[src/inc/pio_pkg.sv]
// Constants for the mapped parallel port expander.
// Assumes a host with a multiplexed 16-bit address, 8-bit data external bus.
package pio_pkg;
  // Decode regions
  localparam logic [15:0] region_base = 16'hb000;
  localparam logic [15:0] region_mask = 16'hf000;
  localparam logic [15:0] port_space = 16'hb800;
  // Register addresses
  localparam logic [15:0] cmd_addr = 16'hb800;
  localparam logic [15:0] porta_addr = 16'hb801;
  localparam logic [15:0] portb_addr = 16'hb802;
  localparam logic [15:0] portc_addr = 16'hb803;
  // Command fields
  localparam int cmd_a_bit = 0;
  localparam int cmd_b_bit = 1;
  localparam int cmd_c_lo = 2;
  localparam logic [1:0] c_out_code = 2'h3;
  localparam logic [7:0] cmd_reset = 8'h00;
  localparam logic [7:0] data_reset = 8'h00;
  // Widths
  localparam int wide_w = 8;
  localparam int narrow_w = 6;
endpackage

[src/inc/port_if.sv]
// Carries one port's write, direction and pin signals between top and port.
// Assumes a single clock domain.
interface port_if #(parameter int W = 8);
  logic wr;
  logic [W-1:0] wdata;
  logic drive;
  logic [W-1:0] pin_in;
  logic [W-1:0] latch;
  logic [W-1:0] rd_val;
  modport port(input wr, input wdata, input drive, input pin_in, output latch, output rd_val);
  modport ctl(output wr, output wdata, output drive, output pin_in, input latch, input rd_val);
endinterface

[src/design/pio_port.sv]
// One parallel port: output latch plus synchronised pin sampling.
// Assumes write pulses are single-cycle, same clock domain.
module pio_port #(
  parameter int W = 8
) (
  // Clock and reset
  input wire logic clock,
  input wire logic nrst,
  // Port signals
  port_if.port p
);
  typedef struct packed {
    logic [W-1:0] latch;
    logic [W-1:0] s1;
    logic [W-1:0] s2;
  } port_st_t;
  port_st_t cur_ff;
  port_st_t nxt_st;

  // Latch written byte, double-sample the pins
  always_comb begin
    nxt_st = cur_ff;
    nxt_st.s1 = p.pin_in;
    nxt_st.s2 = cur_ff.s1;
    if (p.wr) begin
      nxt_st.latch = p.wdata;
    end
  end

  always_ff @(posedge clock or negedge nrst) begin
    if (!nrst) begin
      cur_ff <= '0;
    end else begin
      cur_ff <= nxt_st;
    end
  end

  assign p.latch = cur_ff.latch;
  // Output port reads back its latch, input port reads the pins
  assign p.rd_val = p.drive ? cur_ff.latch : cur_ff.s2;
endmodule

[src/design/pio_expander.sv]
// Top of the mapped parallel port expander on a multiplexed host bus.
// Assumes address latch enable, read and write strobes arrive asynchronously
// and are much slower than the 100 MHz clock.
// Contract
// - Only accesses inside the region starting at b000 select the block.
// - Region addresses below b800 hit internal RAM, reserved and unused by the host.
// - The block offers two 8-bit ports and one 6-bit port, 22 lines in all.
// - Command bits 0 and 1 make ports A and B outputs; bits 3:2 equal 11 make port C output.
// - Command sits at b800, port A at b801, port B at b802, port C at b803.
// - A read of a port address returns that port's current value on the data bus.
// - A port write latches the byte and drives it on the pins when the port is output.
module pio_expander (
  // Clock and reset
  input wire logic clock,
  input wire logic nrst,
  // Host multiplexed bus
  input wire logic ale,
  input wire logic [7:0] addr_hi,
  input wire logic [7:0] ad_in,
  output logic [7:0] ad_out,
  output logic ad_oe,
  input wire logic host_write_strobe_line_n,
  input wire logic host_read_strobe_line_n,
  // Port A pins
  input wire logic [7:0] pa_in,
  output logic [7:0] pa_out,
  output logic pa_oe,
  // Port B pins
  input wire logic [7:0] pb_in,
  output logic [7:0] pb_out,
  output logic pb_oe,
  // Six-bit port pins
  input wire logic [5:0] six_bit_port_in,
  output logic [5:0] six_bit_port_out,
  output logic six_bit_port_oe
);
  localparam int AW = pio_pkg::wide_w;
  localparam int CW = pio_pkg::narrow_w;

  typedef struct packed {
    logic [2:0] ale_s;   // [0] first stage, [1] second, [2] previous
    logic [2:0] wr_s;
    logic [2:0] rd_s;
    logic [15:0] addr_s1;
    logic [15:0] addr_s2;
    logic [7:0] data_s1;
    logic [7:0] data_s2;
    logic [15:0] addr;
    logic [7:0] cmd;
    logic [7:0] rdata;
    logic oe;
    logic [7:0] pa;
    logic [7:0] pb;
    logic [5:0] narrow_pins;
    logic pa_oe;
    logic pb_oe;
    logic narrow_oe;
  } top_st_t;
  top_st_t cur_ff;
  top_st_t nxt_st;

  port_if #(.W(AW)) ia ();
  port_if #(.W(AW)) ib ();
  port_if #(.W(CW)) ic ();

  pio_port #(.W(AW)) u_pa (.clock(clock), .nrst(nrst), .p(ia));
  pio_port #(.W(AW)) u_pb (.clock(clock), .nrst(nrst), .p(ib));
  pio_port #(.W(CW)) u_pc (.clock(clock), .nrst(nrst), .p(ic));

  // Decode of the captured address
  logic in_region;
  logic hit_cmd;
  logic hit_a;
  logic hit_b;
  logic hit_c;
  logic ale_fall;
  logic wr_rise;
  logic rd_act;
  logic dir_a;
  logic dir_b;
  logic dir_c;
  assign in_region = (cur_ff.addr & pio_pkg::region_mask) == pio_pkg::region_base;
  assign hit_cmd = in_region && cur_ff.addr == pio_pkg::cmd_addr;
  assign hit_a = in_region && cur_ff.addr == pio_pkg::porta_addr;
  assign hit_b = in_region && cur_ff.addr == pio_pkg::portb_addr;
  assign hit_c = in_region && cur_ff.addr == pio_pkg::portc_addr;
  // Address is held on ale falling; write takes effect as the strobe rises
  assign ale_fall = cur_ff.ale_s[2] && !cur_ff.ale_s[1];
  assign wr_rise = !cur_ff.wr_s[2] && cur_ff.wr_s[1];
  assign rd_act = !cur_ff.rd_s[1];
  assign dir_a = cur_ff.cmd[pio_pkg::cmd_a_bit];
  assign dir_b = cur_ff.cmd[pio_pkg::cmd_b_bit];
  assign dir_c = cur_ff.cmd[pio_pkg::cmd_c_lo +: 2] == pio_pkg::c_out_code;

  // Port interface wiring; pins are sampled inside each port
  always_comb begin
    ia.wr = wr_rise && hit_a;
    ib.wr = wr_rise && hit_b;
    ic.wr = wr_rise && hit_c;
    ia.wdata = cur_ff.data_s2;
    ib.wdata = cur_ff.data_s2;
    ic.wdata = cur_ff.data_s2[CW-1:0];
    ia.drive = dir_a;
    ib.drive = dir_b;
    ic.drive = dir_c;
    ia.pin_in = pa_in;
    ib.pin_in = pb_in;
    ic.pin_in = six_bit_port_in;
  end

  // Bus sync, address capture, command register, read mux, pin registers
  always_comb begin
    nxt_st = cur_ff;
    nxt_st.ale_s = {cur_ff.ale_s[1:0], ale};
    nxt_st.wr_s = {cur_ff.wr_s[1:0], host_write_strobe_line_n};
    nxt_st.rd_s = {cur_ff.rd_s[1:0], host_read_strobe_line_n};
    nxt_st.addr_s1 = {addr_hi, ad_in};
    nxt_st.addr_s2 = cur_ff.addr_s1;
    nxt_st.data_s1 = ad_in;
    nxt_st.data_s2 = cur_ff.data_s1;
    if (ale_fall) begin
      nxt_st.addr = cur_ff.addr_s2;
    end
    // Command is write-only; RAM area below b800 is ignored
    if (wr_rise && hit_cmd) begin
      nxt_st.cmd = cur_ff.data_s2;
    end
    // Drive the bus only during a port read; the command reads nothing
    nxt_st.oe = rd_act && (hit_a || hit_b || hit_c);
    nxt_st.rdata = 8'h00;
    if (hit_a) begin
      nxt_st.rdata = ia.rd_val;
    end else if (hit_b) begin
      nxt_st.rdata = ib.rd_val;
    end else if (hit_c) begin
      nxt_st.rdata = {2'h0, ic.rd_val};
    end
    nxt_st.pa = ia.latch;
    nxt_st.pb = ib.latch;
    nxt_st.narrow_pins = ic.latch;
    nxt_st.pa_oe = dir_a;
    nxt_st.pb_oe = dir_b;
    nxt_st.narrow_oe = dir_c;
  end

  // Strobe syncs reset to idle-high so no false edge appears at release
  always_ff @(posedge clock or negedge nrst) begin
    if (!nrst) begin
      cur_ff <= '0;
      cur_ff.wr_s <= 3'h7;
      cur_ff.rd_s <= 3'h7;
      cur_ff.cmd <= pio_pkg::cmd_reset;
    end else begin
      cur_ff <= nxt_st;
    end
  end

  assign ad_out = cur_ff.rdata;
  assign ad_oe = cur_ff.oe;
  assign pa_out = cur_ff.pa;
  assign pb_out = cur_ff.pb;
  assign six_bit_port_out = cur_ff.narrow_pins;
  assign pa_oe = cur_ff.pa_oe;
  assign pb_oe = cur_ff.pb_oe;
  assign six_bit_port_oe = cur_ff.narrow_oe;
endmodule

[config.mk]
export PLATFORM = sky130hd
export DESIGN_NAME = pio_expander
export DESIGN_NICKNAME = d
export VERILOG_FILES = /design/src/inc/pio_pkg.sv /design/src/inc/port_if.sv /design/src/design/pio_port.sv /design/src/design/pio_expander.sv
export SDC_FILE = /design/constraint.sdc
export NUM_CORES = 1
export LEC_CHECK = 0
export BUFFER_PORTS_ARGS = -buffer_cell sky130_fd_sc_hd__buf_2
export CAP_MARGIN = 20
export CORE_MARGIN = 10
export CORE_UTILIZATION = 51
export CTS_CLUSTER_SIZE = 28
export DETAILED_ROUTE_END_ITERATION = 8
export HOLD_SLACK_MARGIN = 0.02
export PLACE_DENSITY = 0.7
export SETUP_SLACK_MARGIN = 0.4
export SLEW_MARGIN = 20
export SYNTH_ARGS = -nofsm -noshare
export SYNTH_HDL_FRONTEND = slang
export SYNTH_SLANG_ARGS = --single-unit
export TNS_END_PERCENT = 10
[constraint.sdc]
create_clock -name clock -period 2.6 [get_ports clock]
set_input_delay 0.13 -clock clock [delete_from_list [all_inputs] [get_ports clock]]
set_output_delay 0.13 -clock clock [all_outputs]
set_load 0.005 [all_outputs]
== Word level (Yosys, flattened, before mapping) ==
Cells that the tools add are included.

* Input bits: 43
* Logic and storage cells: 54
* Output and inout bits: 34
* Flip-flop bits (word level): 176

* Muxes and demuxes: 6
* Equality and inequality tests: 6
* Reduce and logical (&&, ||, !) cells: 16

{| class="wikitable"
|+ Operator list
! cell !! number
|-
| $eq 16x16->1 const B || 4
|-
| $mux 8 || 4
|-
| $mux 6 || 2
|-
| $logic_and 1x1->1 || 11
|-
| $eq 4x4->1 const B || 1
|-
| $logic_not 1->1 || 3
|-
| $eq 2x2->1 const B || 1
|-
| $logic_or 1x1->1 || 2
|}

== Longest topological paths before layout ==
Gate-level depths: netlist of the first run.

* Depth after elaboration: 5
* Mapped depth: 5

== Hierarchy ==
From an unflattened synthesis of the first run, not the netlist that was laid out.

* Cells, all modules: 327
* Area, all modules: 5683.0 sq um

{| class="wikitable"
|+ Modules (own cells, without submodules)
! module !! instances !! cells each !! area an instance (sq um)
|-
| pio_expander || 1 || 189 || 3138.0
|-
| pio_port at u_pa ... || 2 || 50 || 923.4
|-
| pio_port at u_pc || 1 || 38 || 698.2
|}

== Worst setup path after synthesis of the first run ==
Ideal clock, no wire load.

* Path type: flip-flop to flip-flop
* Start: register cur_ff[45] (netlist bit)
* End: register cur_ff[34] (netlist bit)
* Clock period less this slack: 1.954 ns
* Slack: 0.646 ns
* Library setup time: 0.125 ns
* Required time: 2.475 ns
* Cell stages (with the launch flop): 6
* Arrival time: 1.829 ns
* Cell sequence: dfrtp_1 > nor4_4 > nand4_4 > or4_1 > buf_2 > mux2_4

* Cells in the longest elaborated chain, start to end: 3

{| class="wikitable"
|+ RTL lines
! element !! RTL line !! source
|-
| from (decl) || pio_expander.sv:59 || <nowiki>top_st_t cur_ff;</nowiki>
|-
| from (signal assigned) || pio_expander.sv:154 || <nowiki>cur_ff <= nxt_st;</nowiki>
|-
| $eq 16x16->1 || pio_expander.sv:83 || <nowiki>assign hit_cmd = in_region && cur_ff.addr == pio_pkg::cmd_addr;</nowiki>
|-
| $logic_and 1x1->1 || pio_expander.sv:83 ||
|-
| $logic_and 1x1->1 || pio_expander.sv:125 || <nowiki>if (wr_rise && hit_cmd) begin</nowiki>
|}

Every way passes these cells.
A chain may end at the register's enable or synchronous reset.

== Worst setup path after layout of the first run ==
* Start: register cur_ff[48] (netlist bit)
* End: register cur_ff[34] (netlist bit)

The elaborated chain is that of the path after synthesis.

==> flow_summary.html, run 1 <==
<table>
<tr><th>Metric</th><th>Value</th></tr>
<tr><th colspan="2">Logic synthesis</th></tr>
<tr><td>Post-synthesis instance area</td><td>5320 um2</td></tr>
<tr><td>Largest area contributor in the synthesized netlist</td><td>sky130_fd_sc_hd__dfrtp_1</td></tr>
<tr><td>Number of standard cells after synthesis</td><td>311</td></tr>
<tr><td>Share of the synthesized area in the top cell type</td><td>0.7291</td></tr>
<tr><td>Number of unique standard cell types used by synthesis</td><td>27</td></tr>
<tr><td>Flops &amp; latches, synth</td><td>160</td></tr>
<tr><td>Number of warning messages in the yosys log</td><td>0</td></tr>
<tr><td>Sequential cell area fraction in the yosys report</td><td>0.7538</td></tr>
<tr><td>Number of nets in the synthesized netlist</td><td>354</td></tr>
<tr><td>Post-Synthesis Mean Instance Area</td><td>approximately 17 um2</td></tr>
<tr><td>Largest cells by area after synthesis</td><td>sky130_fd_sc_hd__dfrtp_1 73%, sky130_fd_sc_hd__mux2_2 9.3%, sky130_fd_sc_hd__buf_4 4.2%, sky130_fd_sc_hd__mux2i_1 3.0%, sky130_fd_sc_hd__dfstp_2 2.5%</td></tr>
<tr><th colspan="2">Run status</th></tr>
<tr><td>Status</td><td>complete, no violations</td></tr>
<tr><th colspan="2">Timing</th></tr>
<tr><td>Setup repair after global routing missed its margin</td><td>false</td></tr>
<tr><td>Post-Route Skew</td><td>0.006719 ns</td></tr>
<tr><td>Total of endpoints with negative setup slack in the final report</td><td>0</td></tr>
<tr><td>Worst Slack Setup Final</td><td>~0.50 ns</td></tr>
<tr><td>Maximum clock frequency</td><td>roughly 480 MHz</td></tr>
<tr><td>Final Hold Viols</td><td>0</td></tr>
<tr><td>Min cycle time layout</td><td>around 2.1 ns</td></tr>
<tr><td>Final-report max-slew violation count</td><td>0</td></tr>
<tr><td>Final worst-path cycle share</td><td>0.8093</td></tr>
<tr><td>Total negative slack</td><td>0 ns</td></tr>
<tr><td>Max-slew headroom at the worst pin</td><td>0.5716</td></tr>
<tr><td>Measured slew at the worst slew-check pin</td><td>about 0.64 ns</td></tr>
<tr><th colspan="2">Drt</th></tr>
<tr><td>Post-detailed-routing wire length</td><td>about 9900 um</td></tr>
<tr><td>Via count</td><td>approximately 2700</td></tr>
<tr><td>Number of DRC violations after detailed routing</td><td>0</td></tr>
<tr><td>Initial DRC count</td><td>~130</td></tr>
<tr><td>Router iterations before antenna repair</td><td>4</td></tr>
<tr><td>Via density</td><td>roughly 4.7</td></tr>
<tr><td>Antenna viol nets, final</td><td>0</td></tr>
<tr><td>Routed WL per cell</td><td>approximately 18 um</td></tr>
<tr><th colspan="2">Final layout</th></tr>
<tr><td>Final instance count without filler cells</td><td>roughly 560</td></tr>
<tr><td>Proportion of layout cells with a drive suffix above 1</td><td>0.4052</td></tr>
<tr><td>Cell area after layout</td><td>6681 um2</td></tr>
<tr><td>Net count reported at finish</td><td>457</td></tr>
<tr><td>Number of antenna diodes</td><td>0</td></tr>
<tr><td>Syn-to-layout area delta</td><td>25.59%</td></tr>
<tr><th colspan="2">Clock network</th></tr>
<tr><td>Clock H-tree levels</td><td>4</td></tr>
<tr><td>Number of setup buffers added after CTS</td><td>0</td></tr>
<tr><td>Clock network latency to the later pin of the worst-skew pair</td><td>around 0.53 ns</td></tr>
<tr><td>Clock transition at the registers of the reported paths</td><td>~0.070 ns</td></tr>
<tr><td>Number of clock buffers inserted by TritonCTS</td><td>17</td></tr>
<tr><td>Clock Sink Count</td><td>160</td></tr>
<tr><td>Maximum number of buffers from clock root to sink</td><td>2</td></tr>
<tr><td>Master cell of the clock root buffer</td><td>sky130_fd_sc_hd__clkbuf_8</td></tr>
<tr><td>Clock tree from TritonCTS</td><td>yes</td></tr>
<tr><th colspan="2">Setup path</th></tr>
<tr><td>Max stage delay on crit path</td><td>approximately 0.67 ns</td></tr>
<tr><td>Category of cells accounting for the largest share of critical-path delay</td><td>simple AND/OR/NAND/NOR gates</td></tr>
<tr><td>Worst Path Arrival</td><td>around 2.5 ns</td></tr>
<tr><td>CP endpoint kind</td><td>flip-flop</td></tr>
<tr><td>Cell breakdown of the critical path</td><td>nor4b_4, nand4_4, or4_1, mux2_4</td></tr>
<tr><td>Buffers plus inverters on the worst setup path</td><td>0</td></tr>
<tr><td>CP Launch Type</td><td>flip-flop</td></tr>
<tr><td>Critical path data required time</td><td>approximately 3.0 ns</td></tr>
<tr><td>Cell with the biggest individual delay on the critical path</td><td>sky130_fd_sc_hd__or4_1</td></tr>
<tr><td>Biggest fanout along the worst timing path</td><td>7</td></tr>
<tr><td>Critical setup path kind</td><td>flip-flop to flip-flop</td></tr>
<tr><th colspan="2">Floorplan</th></tr>
<tr><td>Core Area</td><td>roughly 10000 um2</td></tr>
<tr><td>Ports placed on the boundary</td><td>77</td></tr>
<tr><td>Floorplan die width</td><td>122.1 um</td></tr>
<tr><td>Initial Util</td><td>0.5200</td></tr>
<tr><td>Number of standard-cell rows in the floorplan</td><td>37</td></tr>
<tr><td>Die area</td><td>around 15000 um2</td></tr>
<tr><td>Die extent in y</td><td>~120 um</td></tr>
<tr><th colspan="2">Place</th></tr>
<tr><td>Detailed Place HPWL</td><td>around 6000 um</td></tr>
<tr><td>Weighted congestion reported at the end of routability-driven placement</td><td>approximately 0.8</td></tr>
<tr><td>Worst Setup Slack post-DPL</td><td>between 0.5 and 0.6 ns</td></tr>
<tr><td>Instance area at placement</td><td>5670 um2</td></tr>
<tr><td>Number of instances in the placed design</td><td>489</td></tr>
<tr><td>Port-buffer cells</td><td>between 70 and 80</td></tr>
<tr><th colspan="2">Power</th></tr>
<tr><td>Cell leakage power</td><td>about 0.0033 uW</td></tr>
<tr><td>Power Dens Cells</td><td>796.8 nW/um2</td></tr>
<tr><td>Maximum vdd drop</td><td>approximately 0.0005 V</td></tr>
<tr><td>Final Total Pwr</td><td>approximately 5300 uW</td></tr>
<tr><th colspan="2">Global routing</th></tr>
<tr><td>Initial antenna violation count</td><td>0</td></tr>
<tr><td>Via count of the first global-routing pass</td><td>between 2000 and 3000</td></tr>
<tr><td>Tot GR Track Use</td><td>0.1426</td></tr>
<tr><td>Pin count of the biggest net entering global routing</td><td>between 60 and 70</td></tr>
<tr><td>GRT Residual Overflow</td><td>0</td></tr>
<tr><td>Wire length of the first global-routing pass</td><td>between 15000 and 20000 um</td></tr>
<tr><th colspan="2">Worst hold path</th></tr>
<tr><td>Classification of the worst-slack hold path</td><td>primary input to async pin</td></tr>
<tr><th colspan="2">Flow run</th></tr>
<tr><td>Max capacitance violation total</td><td>0</td></tr>
</table>
## flip-flops by register name, summed over array words and instances, names as in the netlist, 7 cells and up
name          flops
ad_out            8
ia.wdata          7
u_pb.cur_ff      16
cur_ff           53
u_pa.p.latch      8
u_pc.cur_ff      12
pa_out            8
pb_out            8
u_pb.p.latch      8
u_pa.cur_ff      16
## stage by stage
step,hold WS [ns],utilization
after floorplan,-0.1656,-
after global placement,0.1318,0.5542
after detailed placement,0.1390,0.5542
after CTS,0.1433,0.6524
after global routing,0.1801,0.6531
final,0.1414,0.6531
## final timing paths
path / slack, ns / to / cells after the start / start
max reg2reg: 0.50 / cur_ff[34] / 4 / cur_ff[48]
max: 0.50 / cur_ff[34] / 4 / cur_ff[48]
min reg2reg: 0.35 / u_pc.cur_ff[5] / 0 / u_pc.cur_ff[11]
min in group clock: 0.24 / u_pb.cur_ff[15] / 2 / pb_in[7]
min: 0.14 / cur_ff[99] / 2 / nrst
max in group asynchronous: 1.61 / u_pb.cur_ff[2] / 3 / nrst
## repair_timing
item | 4_1_cts | 5_1_grt
hold endpoints to repair | 140 | 0
setup endpoints to repair | 0 | 1
resized for setup | 0 | 1
hold buffers | 42 | 0
## cell type report
type / instances / area, um2
repair buffers: 124 / 864.6
multi-input cells: 110 / 1049
well taps: 136 / 170.2
inverters: 1 / 3.754
flip-flops and latches: 160 / 4010
clock buffers: 18 / 427.9
clock inverters: 14 / 156.4
fillers: 723 / 3550
## power breakdown
group	internal [uW]	leakage, uW	switching (uW)	total [uW]
Combinational	136	0.00101	119	254
Clock	1410	0.000286	996	2400
Sequential	2600	0.00200	72.2	2670
## cells by family (layout without fill, tap and decap cells)
kind of cell,count (synthesis),in the layout,share of synthesized area
multiplexers,64,64,0.1345
buffers and inverters,41,157,0.05033
AND/OR/NAND/NOR,26,26,0.03834
flip-flops,160,160,0.7538
AO/OA/AOI/OAI,20,20,0.02305
## metal layers
layer | vias up | track usage | share of wire
li1 | 1232 | - | -
met1 | 1333 | 0.1601 | 0.40
met2 | 78 | 0.2328 | 0.52
met3 | 19 | 0.05412 | 0.060
met4 | 0 | 0.07511 | 0.023
met5 | - | 0 | 0
## cells in the mapped netlist, drive strengths merged
library cell,n
and4,1
o22a,2
dfstp,5
and4b,1
nor4,1
nor2,10
clkbuf,8
mux2,48
o21ai,6
mux2i,16
nand4,1
o21a,6
inv,1
or4,1
nor3,4
dfrtp,155
buf,32
nor4b,1
nand2,2
nor2b,1
nand2b,3
a21oi,6
## placed cells by master, fill, tap and decap left out, types with 2 or more instances in the layout
master,netlist,routed
sky130_fd_sc_hd__a21oi_1,6,6
sky130_fd_sc_hd__buf_2,1,75
sky130_fd_sc_hd__buf_4,30,5
sky130_fd_sc_hd__bufinv_16,0,2
sky130_fd_sc_hd__clkbuf_16,0,16
sky130_fd_sc_hd__clkbuf_8,0,2
sky130_fd_sc_hd__clkinv_2,0,2
sky130_fd_sc_hd__clkinv_4,0,6
sky130_fd_sc_hd__dfrtp_1,155,155
sky130_fd_sc_hd__dfstp_2,5,5
sky130_fd_sc_hd__dlygate4sd3_1,0,42
sky130_fd_sc_hd__inv_6,0,3
sky130_fd_sc_hd__mux2_2,44,44
sky130_fd_sc_hd__mux2_4,4,4
sky130_fd_sc_hd__mux2i_1,16,16
sky130_fd_sc_hd__nand2_1,2,2
sky130_fd_sc_hd__nand2b_1,3,3
sky130_fd_sc_hd__nor2_1,10,10
sky130_fd_sc_hd__nor3_4,1,2
sky130_fd_sc_hd__o21a_1,6,6
sky130_fd_sc_hd__o21ai_0,6,6
sky130_fd_sc_hd__o22a_1,2,2
Power figures use the tool's default switching activity.
==> run 2, diff against run 1 <==
Settings changed: ABC_AREA from default to 1, PLACE_DENSITY 0.7 to 0.73.
Clock period 2.6 ns to 1.91 ns, I/O delays scaled along.
==> run 2 against run 1 <==
Net effect: utilization increased by 1.6 points; highest routed layer unchanged; hold slack improved by 0.050 ns; area after synthesis increased by 4.3%; largest power group unchanged; design area increased by 7.5%; register-to-register slack got worse by 0.11 ns; critical path type unchanged; maximum frequency increased by 39%; largest cell class unchanged; setup slack got worse by 0.11 ns.
==> flow_summary.html, run 2 <==
<table>
<tr><th>Metric</th><th>Value</th></tr>
<tr><th colspan="2">Run status</th></tr>
<tr><td>Status</td><td>complete, no violations</td></tr>
<tr><th colspan="2">Power</th></tr>
<tr><td>Sw Pwr</td><td>between 1500 and 2000 uW</td></tr>
<tr><td>Sequential share of power</td><td>0.505</td></tr>
<tr><td>Switching part of the total power</td><td>0.2268</td></tr>
<tr><td>Cell leakage power</td><td>around 0.0036 uW</td></tr>
<tr><td>Clk pwr share</td><td>0.432</td></tr>
<tr><td>Pint</td><td>5511 uW</td></tr>
<tr><td>Power Dens Cells</td><td>slightly below 1000 nW/um2</td></tr>
<tr><td>Maximum vdd drop</td><td>approximately 0.00083 V</td></tr>
<tr><td>Portion of total power attributed to combinational logic</td><td>0.063</td></tr>
<tr><th colspan="2">Setup path</th></tr>
<tr><td>Cell breakdown of the critical path</td><td>inv_2, nor2_2, nand2_4, nor2_8, buf_4, nand3_1, nand2_1, nor2_2, nor2_1</td></tr>
<tr><td>Critical register-to-register path endpoint</td><td>ad_out[1]</td></tr>
<tr><td>Max stage delay on crit path</td><td>0.41 ns</td></tr>
<tr><td>Most prevalent standard cell on the critical path</td><td>sky130_fd_sc_hd__nor2_2</td></tr>
<tr><td>FF-to-FF Start</td><td>cur_ff[43]</td></tr>
<tr><td>Critical setup path kind</td><td>flip-flop to flip-flop</td></tr>
<tr><td>Worst Path Arrival</td><td>between 1.5 and 2 ns</td></tr>
<tr><td>Critical path data required time</td><td>about 2.4 ns</td></tr>
<tr><td>CP endpoint kind</td><td>flip-flop</td></tr>
<tr><td>Worst reg2reg setup slack</td><td>between 0.3 and 0.4 ns</td></tr>
<tr><td>CP Launch Type</td><td>flip-flop</td></tr>
<tr><td>Cell with the biggest individual delay on the critical path</td><td>sky130_fd_sc_hd__dfrtp_1</td></tr>
<tr><td>Critical path destination</td><td>ad_out[1]</td></tr>
<tr><td>Worst setup path startpoint</td><td>cur_ff[43]</td></tr>
<tr><td>Cells on worst reg2reg path</td><td>9</td></tr>
<tr><td>Biggest fanout along the worst timing path</td><td>4</td></tr>
<tr><th colspan="2">Floorplan</th></tr>
<tr><td>Die extent in y</td><td>~120 um</td></tr>
<tr><td>Number of standard-cell rows in the floorplan</td><td>38</td></tr>
<tr><td>Ports placed on the boundary</td><td>between 70 and 80</td></tr>
<tr><td>Floorplan die width</td><td>approximately 120 um</td></tr>
<tr><td>Die area</td><td>~15000 um2</td></tr>
<tr><td>Core Area</td><td>around 11000 um2</td></tr>
<tr><td>Initial Util</td><td>0.5164</td></tr>
<tr><th colspan="2">Place</th></tr>
<tr><td>Detailed Place HPWL</td><td>a little under 7000 um</td></tr>
<tr><td>Weighted congestion reported at the end of routability-driven placement</td><td>between 0.8 and 0.9</td></tr>
<tr><td>Port-buffer cells</td><td>76</td></tr>
<tr><td>Number of instances in the placed design</td><td>615</td></tr>
<tr><th colspan="2">Timing</th></tr>
<tr><td>Final Hold Viols</td><td>0</td></tr>
<tr><td>Max-slew headroom at the worst pin</td><td>0.6401</td></tr>
<tr><td>Final worst-path cycle share</td><td>0.7953</td></tr>
<tr><td>Final-report max-slew violation count</td><td>0</td></tr>
<tr><td>Setup repair after global routing missed its margin</td><td>true</td></tr>
<tr><td>Min cycle time layout</td><td>roughly 1.5 ns</td></tr>
<tr><td>Post-Route Skew</td><td>between 0.01 and 0.015 ns</td></tr>
<tr><td>Total of endpoints with negative setup slack in the final report</td><td>0</td></tr>
<tr><td>Total negative slack</td><td>0 ns</td></tr>
<tr><td>Maximum clock frequency</td><td>around 660 MHz</td></tr>
<tr><td>Measured slew at the worst slew-check pin</td><td>~0.54 ns</td></tr>
<tr><th colspan="2">Drt</th></tr>
<tr><td>Via count</td><td>3338</td></tr>
<tr><td>Post-detailed-routing wire length</td><td>10990 um</td></tr>
<tr><td>Via density</td><td>~4.7</td></tr>
<tr><td>Number of DRC violations after detailed routing</td><td>0</td></tr>
<tr><td>Routed WL per cell</td><td>about 16 um</td></tr>
<tr><td>Antenna viol nets, final</td><td>0</td></tr>
<tr><td>Router iterations before antenna repair</td><td>6</td></tr>
<tr><td>Initial DRC count</td><td>between 150 and 200</td></tr>
<tr><th colspan="2">Logic synthesis</th></tr>
<tr><td>Number of synthesized flops with an enable pin</td><td>0</td></tr>
<tr><td>Leading cell type by number of instances after synthesis</td><td>sky130_fd_sc_hd__dfrtp_1</td></tr>
<tr><td>Number of warning messages in the yosys log</td><td>0</td></tr>
<tr><td>Flops &amp; latches, synth</td><td>160</td></tr>
<tr><td>Largest area contributor in the synthesized netlist</td><td>sky130_fd_sc_hd__dfrtp_1</td></tr>
<tr><td>Most common flop cell mapped by yosys</td><td>sky130_fd_sc_hd__dfrtp_1</td></tr>
<tr><td>Sequential cell area fraction in the yosys report</td><td>0.7227</td></tr>
<tr><td>Post-Synthesis Mean Instance Area</td><td>between 10 and 15 um2</td></tr>
<tr><td>Number of standard cells after synthesis</td><td>roughly 430</td></tr>
<tr><td>Number of unique standard cell types used by synthesis</td><td>27</td></tr>
<tr><td>Share of the synthesized area in the top cell type</td><td>0.6990</td></tr>
<tr><td>Largest cells by area after synthesis</td><td>sky130_fd_sc_hd__dfrtp_1 70%, sky130_fd_sc_hd__nand2_1 6.0%, sky130_fd_sc_hd__buf_4 4.2%, sky130_fd_sc_hd__dfstp_2 2.4%, sky130_fd_sc_hd__o21ai_2 2.2%</td></tr>
<tr><td>Number of nets in the synthesized netlist</td><td>around 480</td></tr>
<tr><td>Fraction of registers with async set or reset after synthesis</td><td>1.000</td></tr>
<tr><td>Post-synthesis instance area</td><td>5549 um2</td></tr>
<tr><td>Synth top cells by count</td><td>155 x sky130_fd_sc_hd__dfrtp_1, 89 x sky130_fd_sc_hd__nand2_1, 31 x sky130_fd_sc_hd__buf_4</td></tr>
<tr><th colspan="2">Final layout</th></tr>
<tr><td>Leading cell type in the layout, fill and taps excluded</td><td>sky130_fd_sc_hd__dfrtp_1</td></tr>
<tr><td>Registers with the highest flip-flop counts</td><td>cur_ff (53), u_pa.cur_ff (16), u_pb.cur_ff (16)</td></tr>
<tr><td>Max FFs per register</td><td>53</td></tr>
<tr><td>Number of antenna diodes</td><td>0</td></tr>
<tr><td>Final instance count without filler cells</td><td>708</td></tr>
<tr><td>Most frequent cells in the layout</td><td>155 x sky130_fd_sc_hd__dfrtp_1, 86 x sky130_fd_sc_hd__nand2_1, 76 x sky130_fd_sc_hd__buf_2</td></tr>
<tr><td>Proportion of layout cells with a drive suffix above 1</td><td>0.3486</td></tr>
<tr><td>Syn-to-layout area delta</td><td>29.47%</td></tr>
<tr><td>Net count reported at finish</td><td>598</td></tr>
<tr><td>Most flops, register</td><td>cur_ff</td></tr>
<tr><th colspan="2">Clock network</th></tr>
<tr><td>Number of clock buffers inserted by TritonCTS</td><td>17</td></tr>
<tr><td>Master cell of the clock root buffer</td><td>sky130_fd_sc_hd__clkbuf_8</td></tr>
<tr><td>Maximum number of buffers from clock root to sink</td><td>2</td></tr>
<tr><td>Clock tree from TritonCTS</td><td>yes</td></tr>
<tr><td>Clock H-tree levels</td><td>4</td></tr>
<tr><td>Clock network latency to the later pin of the worst-skew pair</td><td>approximately 0.54 ns</td></tr>
<tr><td>Clock Sink Count</td><td>between 150 and 200</td></tr>
<tr><td>Clock transition at the registers of the reported paths</td><td>about 0.060 ns</td></tr>
<tr><th colspan="2">Global routing</th></tr>
<tr><td>GRT Residual Overflow</td><td>0</td></tr>
<tr><td>Initial antenna violation count</td><td>0</td></tr>
<tr><td>Tot GR Track Use</td><td>0.1370</td></tr>
<tr><td>Via count of the first global-routing pass</td><td>approximately 3400</td></tr>
<tr><td>Pin count of the biggest net entering global routing</td><td>52</td></tr>
<tr><td>Wire length of the first global-routing pass</td><td>between 15000 and 20000 um</td></tr>
<tr><th colspan="2">Worst hold path</th></tr>
<tr><td>Hold Startpoint</td><td>ad_in[5]</td></tr>
<tr><td>Classification of the worst-slack hold path</td><td>primary input to flip-flop</td></tr>
<tr><th colspan="2">Flow run</th></tr>
<tr><td>Max capacitance violation total</td><td>0</td></tr>
</table>
-- run 2: cell count changes after synthesis, sizes merged, moves of 12 or more --
cell   previous run  this run
o21ai             6        40
inv               1        25
mux2             48         6
nand3             0        15
nor2             10        40
nand2             2        97
mux2i            16         4
-- run 2: per-stage QoR --
| stage | instance area [um2] | hold slack (ns) | total power (uW) | utilization | setup slack [ns] |
|---|---|---|---|---|---|
| 6_report | 7184 | 0.1911 | 7127 | 0.6686 | 0.3909 |
| 5_1_grt | 7184 | 0.1715 | 7411 | 0.6686 | 0.2937 |
| 4_1_cts | 6869 | 0.1549 | 7136 | 0.6393 | 0.3742 |
| 3_5_place_dp | 5869 | 0.03468 | 3972 | 0.5462 | 0.3942 |
| 3_3_place_gp | 5869 | 0.03197 | 3955 | 0.5462 | 0.4327 |
| 2_1_floorplan | 5549 | -0.2001 | 3802 | - | 0.4560 |
-- run 2: area by class of cell --
type | instances | area (um2)
Clock buffer | 22 | 483.0
Clock inverter | 10 | 76.32
Fill cell | 765 | 3561
Inverter | 25 | 98.84
Multi-Input combinational cell | 212 | 1286
Sequential cell | 160 | 4010
Tap cell | 140 | 175.2
Timing Repair Buffer | 139 | 1055
-- run 2: power by group through the flow --
stage,Combinational (uW),Sequential [uW],Clock (uW)
after floorplan,165,3640,0
after global placement,305,3650,0
after detailed placement,317,3660,0
after CTS,387,3600,3150
after global routing,498,3610,3300
final,450,3600,3080
-- run 2: worst max-delay path: cells and delay by family, from the launching register on --
| family | cells | cell delay [ns] |
|---|---|---|
| buffers and inverters | 2 | 0.27 |
| flip-flops | 1 | 0.41 |
| AND/OR/NAND/NOR | 7 | 0.75 |
-- run 2: kinds of logic after synthesis --
| kind of cell | Yosys count | synth area share |
|---|---|---|
| AND/OR/NAND/NOR | 154 | 0.1357 |
| flip-flops | 160 | 0.7227 |
| buffers and inverters | 64 | 0.07170 |
| multiplexers | 10 | 0.01939 |
| AO/OA/AOI/OAI | 45 | 0.05051 |
-- run 2: what timing repair did --
| action | 4_1_cts | 5_1_grt |
|---|---|---|
| gates resized for setup | 0 | 32 |
| pin swaps | 0 | 17 |
| setup endpoints to repair | 13 | 36 |
| hold buffers | 44 | 0 |
| gates cloned | 0 | 5 |
| buffers inserted | 0 | 12 |
| endpoints found under the hold margin | 198 | 0 |
-- run 2: metal layers --
| layer | track usage | wire, um | part of all wire |
|---|---|---|---|
| met1 | 0.1588 | 4483 | 0.41 |
| met2 | 0.2212 | 5701 | 0.52 |
| met3 | 0.05149 | 602 | 0.055 |
| met4 | 0.06237 | 202 | 0.018 |
| met5 | 0 | 0 | 0 |
-- run 2: worst min path at each step --
stage	end	slack, ns	cells after the start
global route	cur_ff[72]	0.17	2
detailed placement	cur_ff[112]	0.03	1
floorplan	ad_oe	-0.20	0
CTS	cur_ff[103]	0.15	2
finish	cur_ff[71]	0.19	2
global placement	cur_ff[112]	0.03	1
==> run 3, diff against run 2 <==
Settings changed: PLACE_DENSITY 0.73 to 0.7.
Clock period 1.91 ns to 1.5 ns, I/O delays scaled along.
==> run 3 against run 2 <==
Net effect: critical path depth decreased by 3; non-clock buffer count increased by 6; via count increased by 2.1%; sequential power increased by 27%; cell count increased by 0.85%; die area unchanged; first-iteration DRC count increased by 19%; the run now ends with negative setup slack left; sequential cell count unchanged; maximum frequency decreased by 0.18%.
==> flow_summary.html, run 3 (synthesis results as in run 2) <==
<table>
<tr><th>Metric</th><th>Value</th></tr>
<tr><th colspan="2">Run status</th></tr>
<tr><td>Status</td><td>complete, but fails checks</td></tr>
<tr><td>Violations in the final reports</td><td>negative setup slack</td></tr>
<tr><th colspan="2">Setup path</th></tr>
<tr><td>Critical path data required time</td><td>1.88 ns</td></tr>
<tr><td>Biggest fanout along the worst timing path</td><td>8</td></tr>
<tr><td>CP Launch Type</td><td>flip-flop</td></tr>
<tr><td>Cell breakdown of the critical path</td><td>inv_1, or2_4, nor3_4, nand2_2, nand2_1, o21ai_0</td></tr>
<tr><td>Worst Path Arrival</td><td>between 1.5 and 2 ns</td></tr>
<tr><td>Cell with the biggest individual delay on the critical path</td><td>sky130_fd_sc_hd__dfstp_2</td></tr>
<tr><td>FF-to-FF Start</td><td>cur_ff[110]</td></tr>
<tr><td>Category of cells accounting for the largest share of critical-path delay</td><td>simple AND/OR/NAND/NOR gates</td></tr>
<tr><td>Worst reg2reg setup slack</td><td>-0.02 ns</td></tr>
<tr><td>Max stage delay on crit path</td><td>roughly 0.53 ns</td></tr>
<tr><td>Levels on crit path</td><td>6</td></tr>
<tr><td>Cells on worst reg2reg path</td><td>6</td></tr>
<tr><td>Critical path destination</td><td>cur_ff[35]</td></tr>
<tr><td>Critical setup path kind</td><td>flip-flop to flip-flop</td></tr>
<tr><td>Worst setup path startpoint</td><td>cur_ff[110]</td></tr>
<tr><td>CP endpoint kind</td><td>flip-flop</td></tr>
<tr><td>Critical register-to-register path endpoint</td><td>cur_ff[35]</td></tr>
<tr><td>Buffers plus inverters on the worst setup path</td><td>1</td></tr>
<tr><th colspan="2">Place</th></tr>
<tr><td>Detailed Place HPWL</td><td>6910 um</td></tr>
<tr><td>Weighted congestion reported at the end of routability-driven placement</td><td>approximately 0.85</td></tr>
<tr><td>Number of instances in the placed design</td><td>620</td></tr>
<tr><td>Port-buffer cells</td><td>76</td></tr>
<tr><th colspan="2">Global routing</th></tr>
<tr><td>GRT Residual Overflow</td><td>0</td></tr>
<tr><td>Pin count of the biggest net entering global routing</td><td>56</td></tr>
<tr><td>Initial antenna violation count</td><td>0</td></tr>
<tr><td>Via count of the first global-routing pass</td><td>~3700</td></tr>
<tr><td>Tot GR Track Use</td><td>0.1474</td></tr>
<tr><td>Wire length of the first global-routing pass</td><td>between 15000 and 20000 um</td></tr>
<tr><th colspan="2">Clock network</th></tr>
<tr><td>Clock tree from TritonCTS</td><td>yes</td></tr>
<tr><td>Maximum number of buffers from clock root to sink</td><td>2</td></tr>
<tr><td>Master cell of the clock root buffer</td><td>sky130_fd_sc_hd__clkbuf_8</td></tr>
<tr><td>Clock Sink Count</td><td>160</td></tr>
<tr><td>Number of clock buffers inserted by TritonCTS</td><td>17</td></tr>
<tr><td>Clock H-tree levels</td><td>4</td></tr>
<tr><td>Clock transition at the registers of the reported paths</td><td>about 0.07 ns</td></tr>
<tr><td>Clock network latency to the later pin of the worst-skew pair</td><td>~0.53 ns</td></tr>
<tr><th colspan="2">Floorplan</th></tr>
<tr><td>Number of standard-cell rows in the floorplan</td><td>38</td></tr>
<tr><td>Floorplan die width</td><td>roughly 120 um</td></tr>
<tr><td>Core Area</td><td>10750 um2</td></tr>
<tr><td>Initial Util</td><td>0.5164</td></tr>
<tr><td>Die extent in y</td><td>about 120 um</td></tr>
<tr><td>Die area</td><td>about 15000 um2</td></tr>
<tr><td>Ports placed on the boundary</td><td>a little under 80</td></tr>
<tr><th colspan="2">Drt</th></tr>
<tr><td>Antenna viol nets, final</td><td>0</td></tr>
<tr><td>Routed WL per cell</td><td>~16 um</td></tr>
<tr><td>Via count</td><td>between 3000 and 4000</td></tr>
<tr><td>Router iterations before antenna repair</td><td>4</td></tr>
<tr><td>Number of DRC violations after detailed routing</td><td>0</td></tr>
<tr><td>Initial DRC count</td><td>about 220</td></tr>
<tr><td>Post-detailed-routing wire length</td><td>~11000 um</td></tr>
<tr><td>Via density</td><td>approximately 4.8</td></tr>
<tr><th colspan="2">Timing</th></tr>
<tr><td>Final Hold Viols</td><td>0</td></tr>
<tr><td>Hold Slack</td><td>about 0.079 ns</td></tr>
<tr><td>Measured slew at the worst slew-check pin</td><td>0.5276 ns</td></tr>
<tr><td>Worst Slack Setup Final</td><td>-0.02190 ns</td></tr>
<tr><td>Maximum clock frequency</td><td>657.1 MHz</td></tr>
<tr><td>Final worst-path cycle share</td><td>1.015</td></tr>
<tr><td>Min cycle time layout</td><td>1.522 ns</td></tr>
<tr><td>Max-slew headroom at the worst pin</td><td>0.6482</td></tr>
<tr><td>Post-Route Skew</td><td>approximately 0.0084 ns</td></tr>
<tr><td>Final-report max-slew violation count</td><td>0</td></tr>
<tr><td>Setup repair after global routing missed its margin</td><td>true</td></tr>
<tr><td>Total of endpoints with negative setup slack in the final report</td><td>5</td></tr>
<tr><th colspan="2">Flow run</th></tr>
<tr><td>Max capacitance violation total</td><td>0</td></tr>
<tr><th colspan="2">Power</th></tr>
<tr><td>Power Dens Cells</td><td>about 1300 nW/um2</td></tr>
<tr><td>Cell leakage power</td><td>~0.0036 uW</td></tr>
<tr><td>Final Total Pwr</td><td>~9300 uW</td></tr>
<tr><td>Maximum vdd drop</td><td>0.001205 V</td></tr>
<tr><th colspan="2">Final layout</th></tr>
<tr><td>Final instance count without filler cells</td><td>around 710</td></tr>
<tr><td>Syn-to-layout area delta</td><td>31.59%</td></tr>
<tr><td>Max FFs per register</td><td>between 50 and 60</td></tr>
<tr><td>Net count reported at finish</td><td>slightly above 600</td></tr>
<tr><td>Proportion of layout cells with a drive suffix above 1</td><td>0.3641</td></tr>
<tr><td>Most frequent cells in the layout</td><td>155 x sky130_fd_sc_hd__dfrtp_1, 84 x sky130_fd_sc_hd__nand2_1, 75 x sky130_fd_sc_hd__buf_2</td></tr>
<tr><td>Leading cell type in the layout, fill and taps excluded</td><td>sky130_fd_sc_hd__dfrtp_1</td></tr>
<tr><td>Number of antenna diodes</td><td>0</td></tr>
<tr><td>Registers with the highest flip-flop counts</td><td>cur_ff (53), u_pa.cur_ff (16), u_pb.cur_ff (16)</td></tr>
<tr><td>Most flops, register</td><td>cur_ff</td></tr>
<tr><th colspan="2">Worst hold path</th></tr>
<tr><td>Classification of the worst-slack hold path</td><td>primary input to async pin</td></tr>
</table>
[run 3: changes by cell type in the layout (fill, tap and decap cells not counted), moves of 3 or more]
| cell | previous run | this run |
|---|---|---|
| sky130_fd_sc_hd__clkbuf_8 | 6 | 3 |
| sky130_fd_sc_hd__buf_4 | 10 | 13 |
| sky130_fd_sc_hd__nand2_2 | 5 | 9 |
| sky130_fd_sc_hd__buf_6 | 3 | 8 |
[run 3: final cells by class]
| class | instances | area [um2] |
|---|---|---|
| sequential | 160 | 4010 |
| fill | 754 | 3443 |
| multi-input combinational | 212 | 1316 |
| timing repair buffer | 145 | 1124 |
| clock buffer | 21 | 449.2 |
| tap | 140 | 175.2 |
| clock inverter | 11 | 131.4 |
| inverter | 25 | 96.34 |
[run 3: worst register-to-register path: cells and delay by family, from the launching register on]
kind,cells,cell delay (ns)
AO/OA/AOI/OAI,1,0.13
buffers and inverters,1,0.03
flip-flops,1,0.53
AND/OR/NAND/NOR,4,0.68
[run 3: through the flow]
| step | setup slack (ns) | cell area [um2] | utilization | setup TNS (ns) |
|---|---|---|---|---|
| 2_1_floorplan | 0.1630 | 5572 | - | 0 |
| 3_3_place_gp | 0.02895 | 5934 | 0.5523 | 0 |
| 3_5_place_dp | -0.02408 | 5934 | 0.5523 | -0.1430 |
| 4_1_cts | 0.03230 | 7102 | 0.6609 | 0 |
| 5_1_grt | -0.1045 | 7302 | 0.6796 | -1.438 |
| 6_report | -0.02190 | 7302 | 0.6796 | -0.06815 |
[run 3: repair_timing]
item                                    CTS  global route
endpoints found under the setup margin   75            84
buffers inserted                         11             6
endpoints found under the hold margin   201             0
pin swaps                                11            20
gates cloned                              2             1
hold buffers                             42             0
resized for setup                         7            34
[run 3: layer usage]
metal  GRT usage  vias up  share of wire
met1      0.1691     1674           0.40
met5           0        -              0
met3     0.05064       21          0.051
met2      0.2447      109           0.53
li1            -     1605              -
met4     0.06443        0          0.019
[run 3: how the worst min path moves through the flow]
stage / endpoint / slack, ns / from / cells after the start
2_1_floorplan: ad_oe / -0.22 / nrst / 0
3_3_place_gp: u_pb.cur_ff[4] / 0.07 / nrst / 1
3_5_place_dp: pb_out[4] / 0.07 / nrst / 1
4_1_cts: u_pb.cur_ff[4] / 0.09 / nrst / 2
5_1_grt: u_pb.cur_ff[4] / 0.11 / nrst / 2
6_report: pb_oe / 0.08 / nrst / 2
[run 3: report_power, final]
group | internal [uW] | switching [uW] | leakage (uW) | total, uW
clock | 2470 | 1670 | 0.000275 | 4140
combinational | 254 | 321 | 0.00135 | 574
sequential | 4500 | 82.1 | 0.00200 | 4580
total | 7220 | 2080 | 0.00363 | 9300
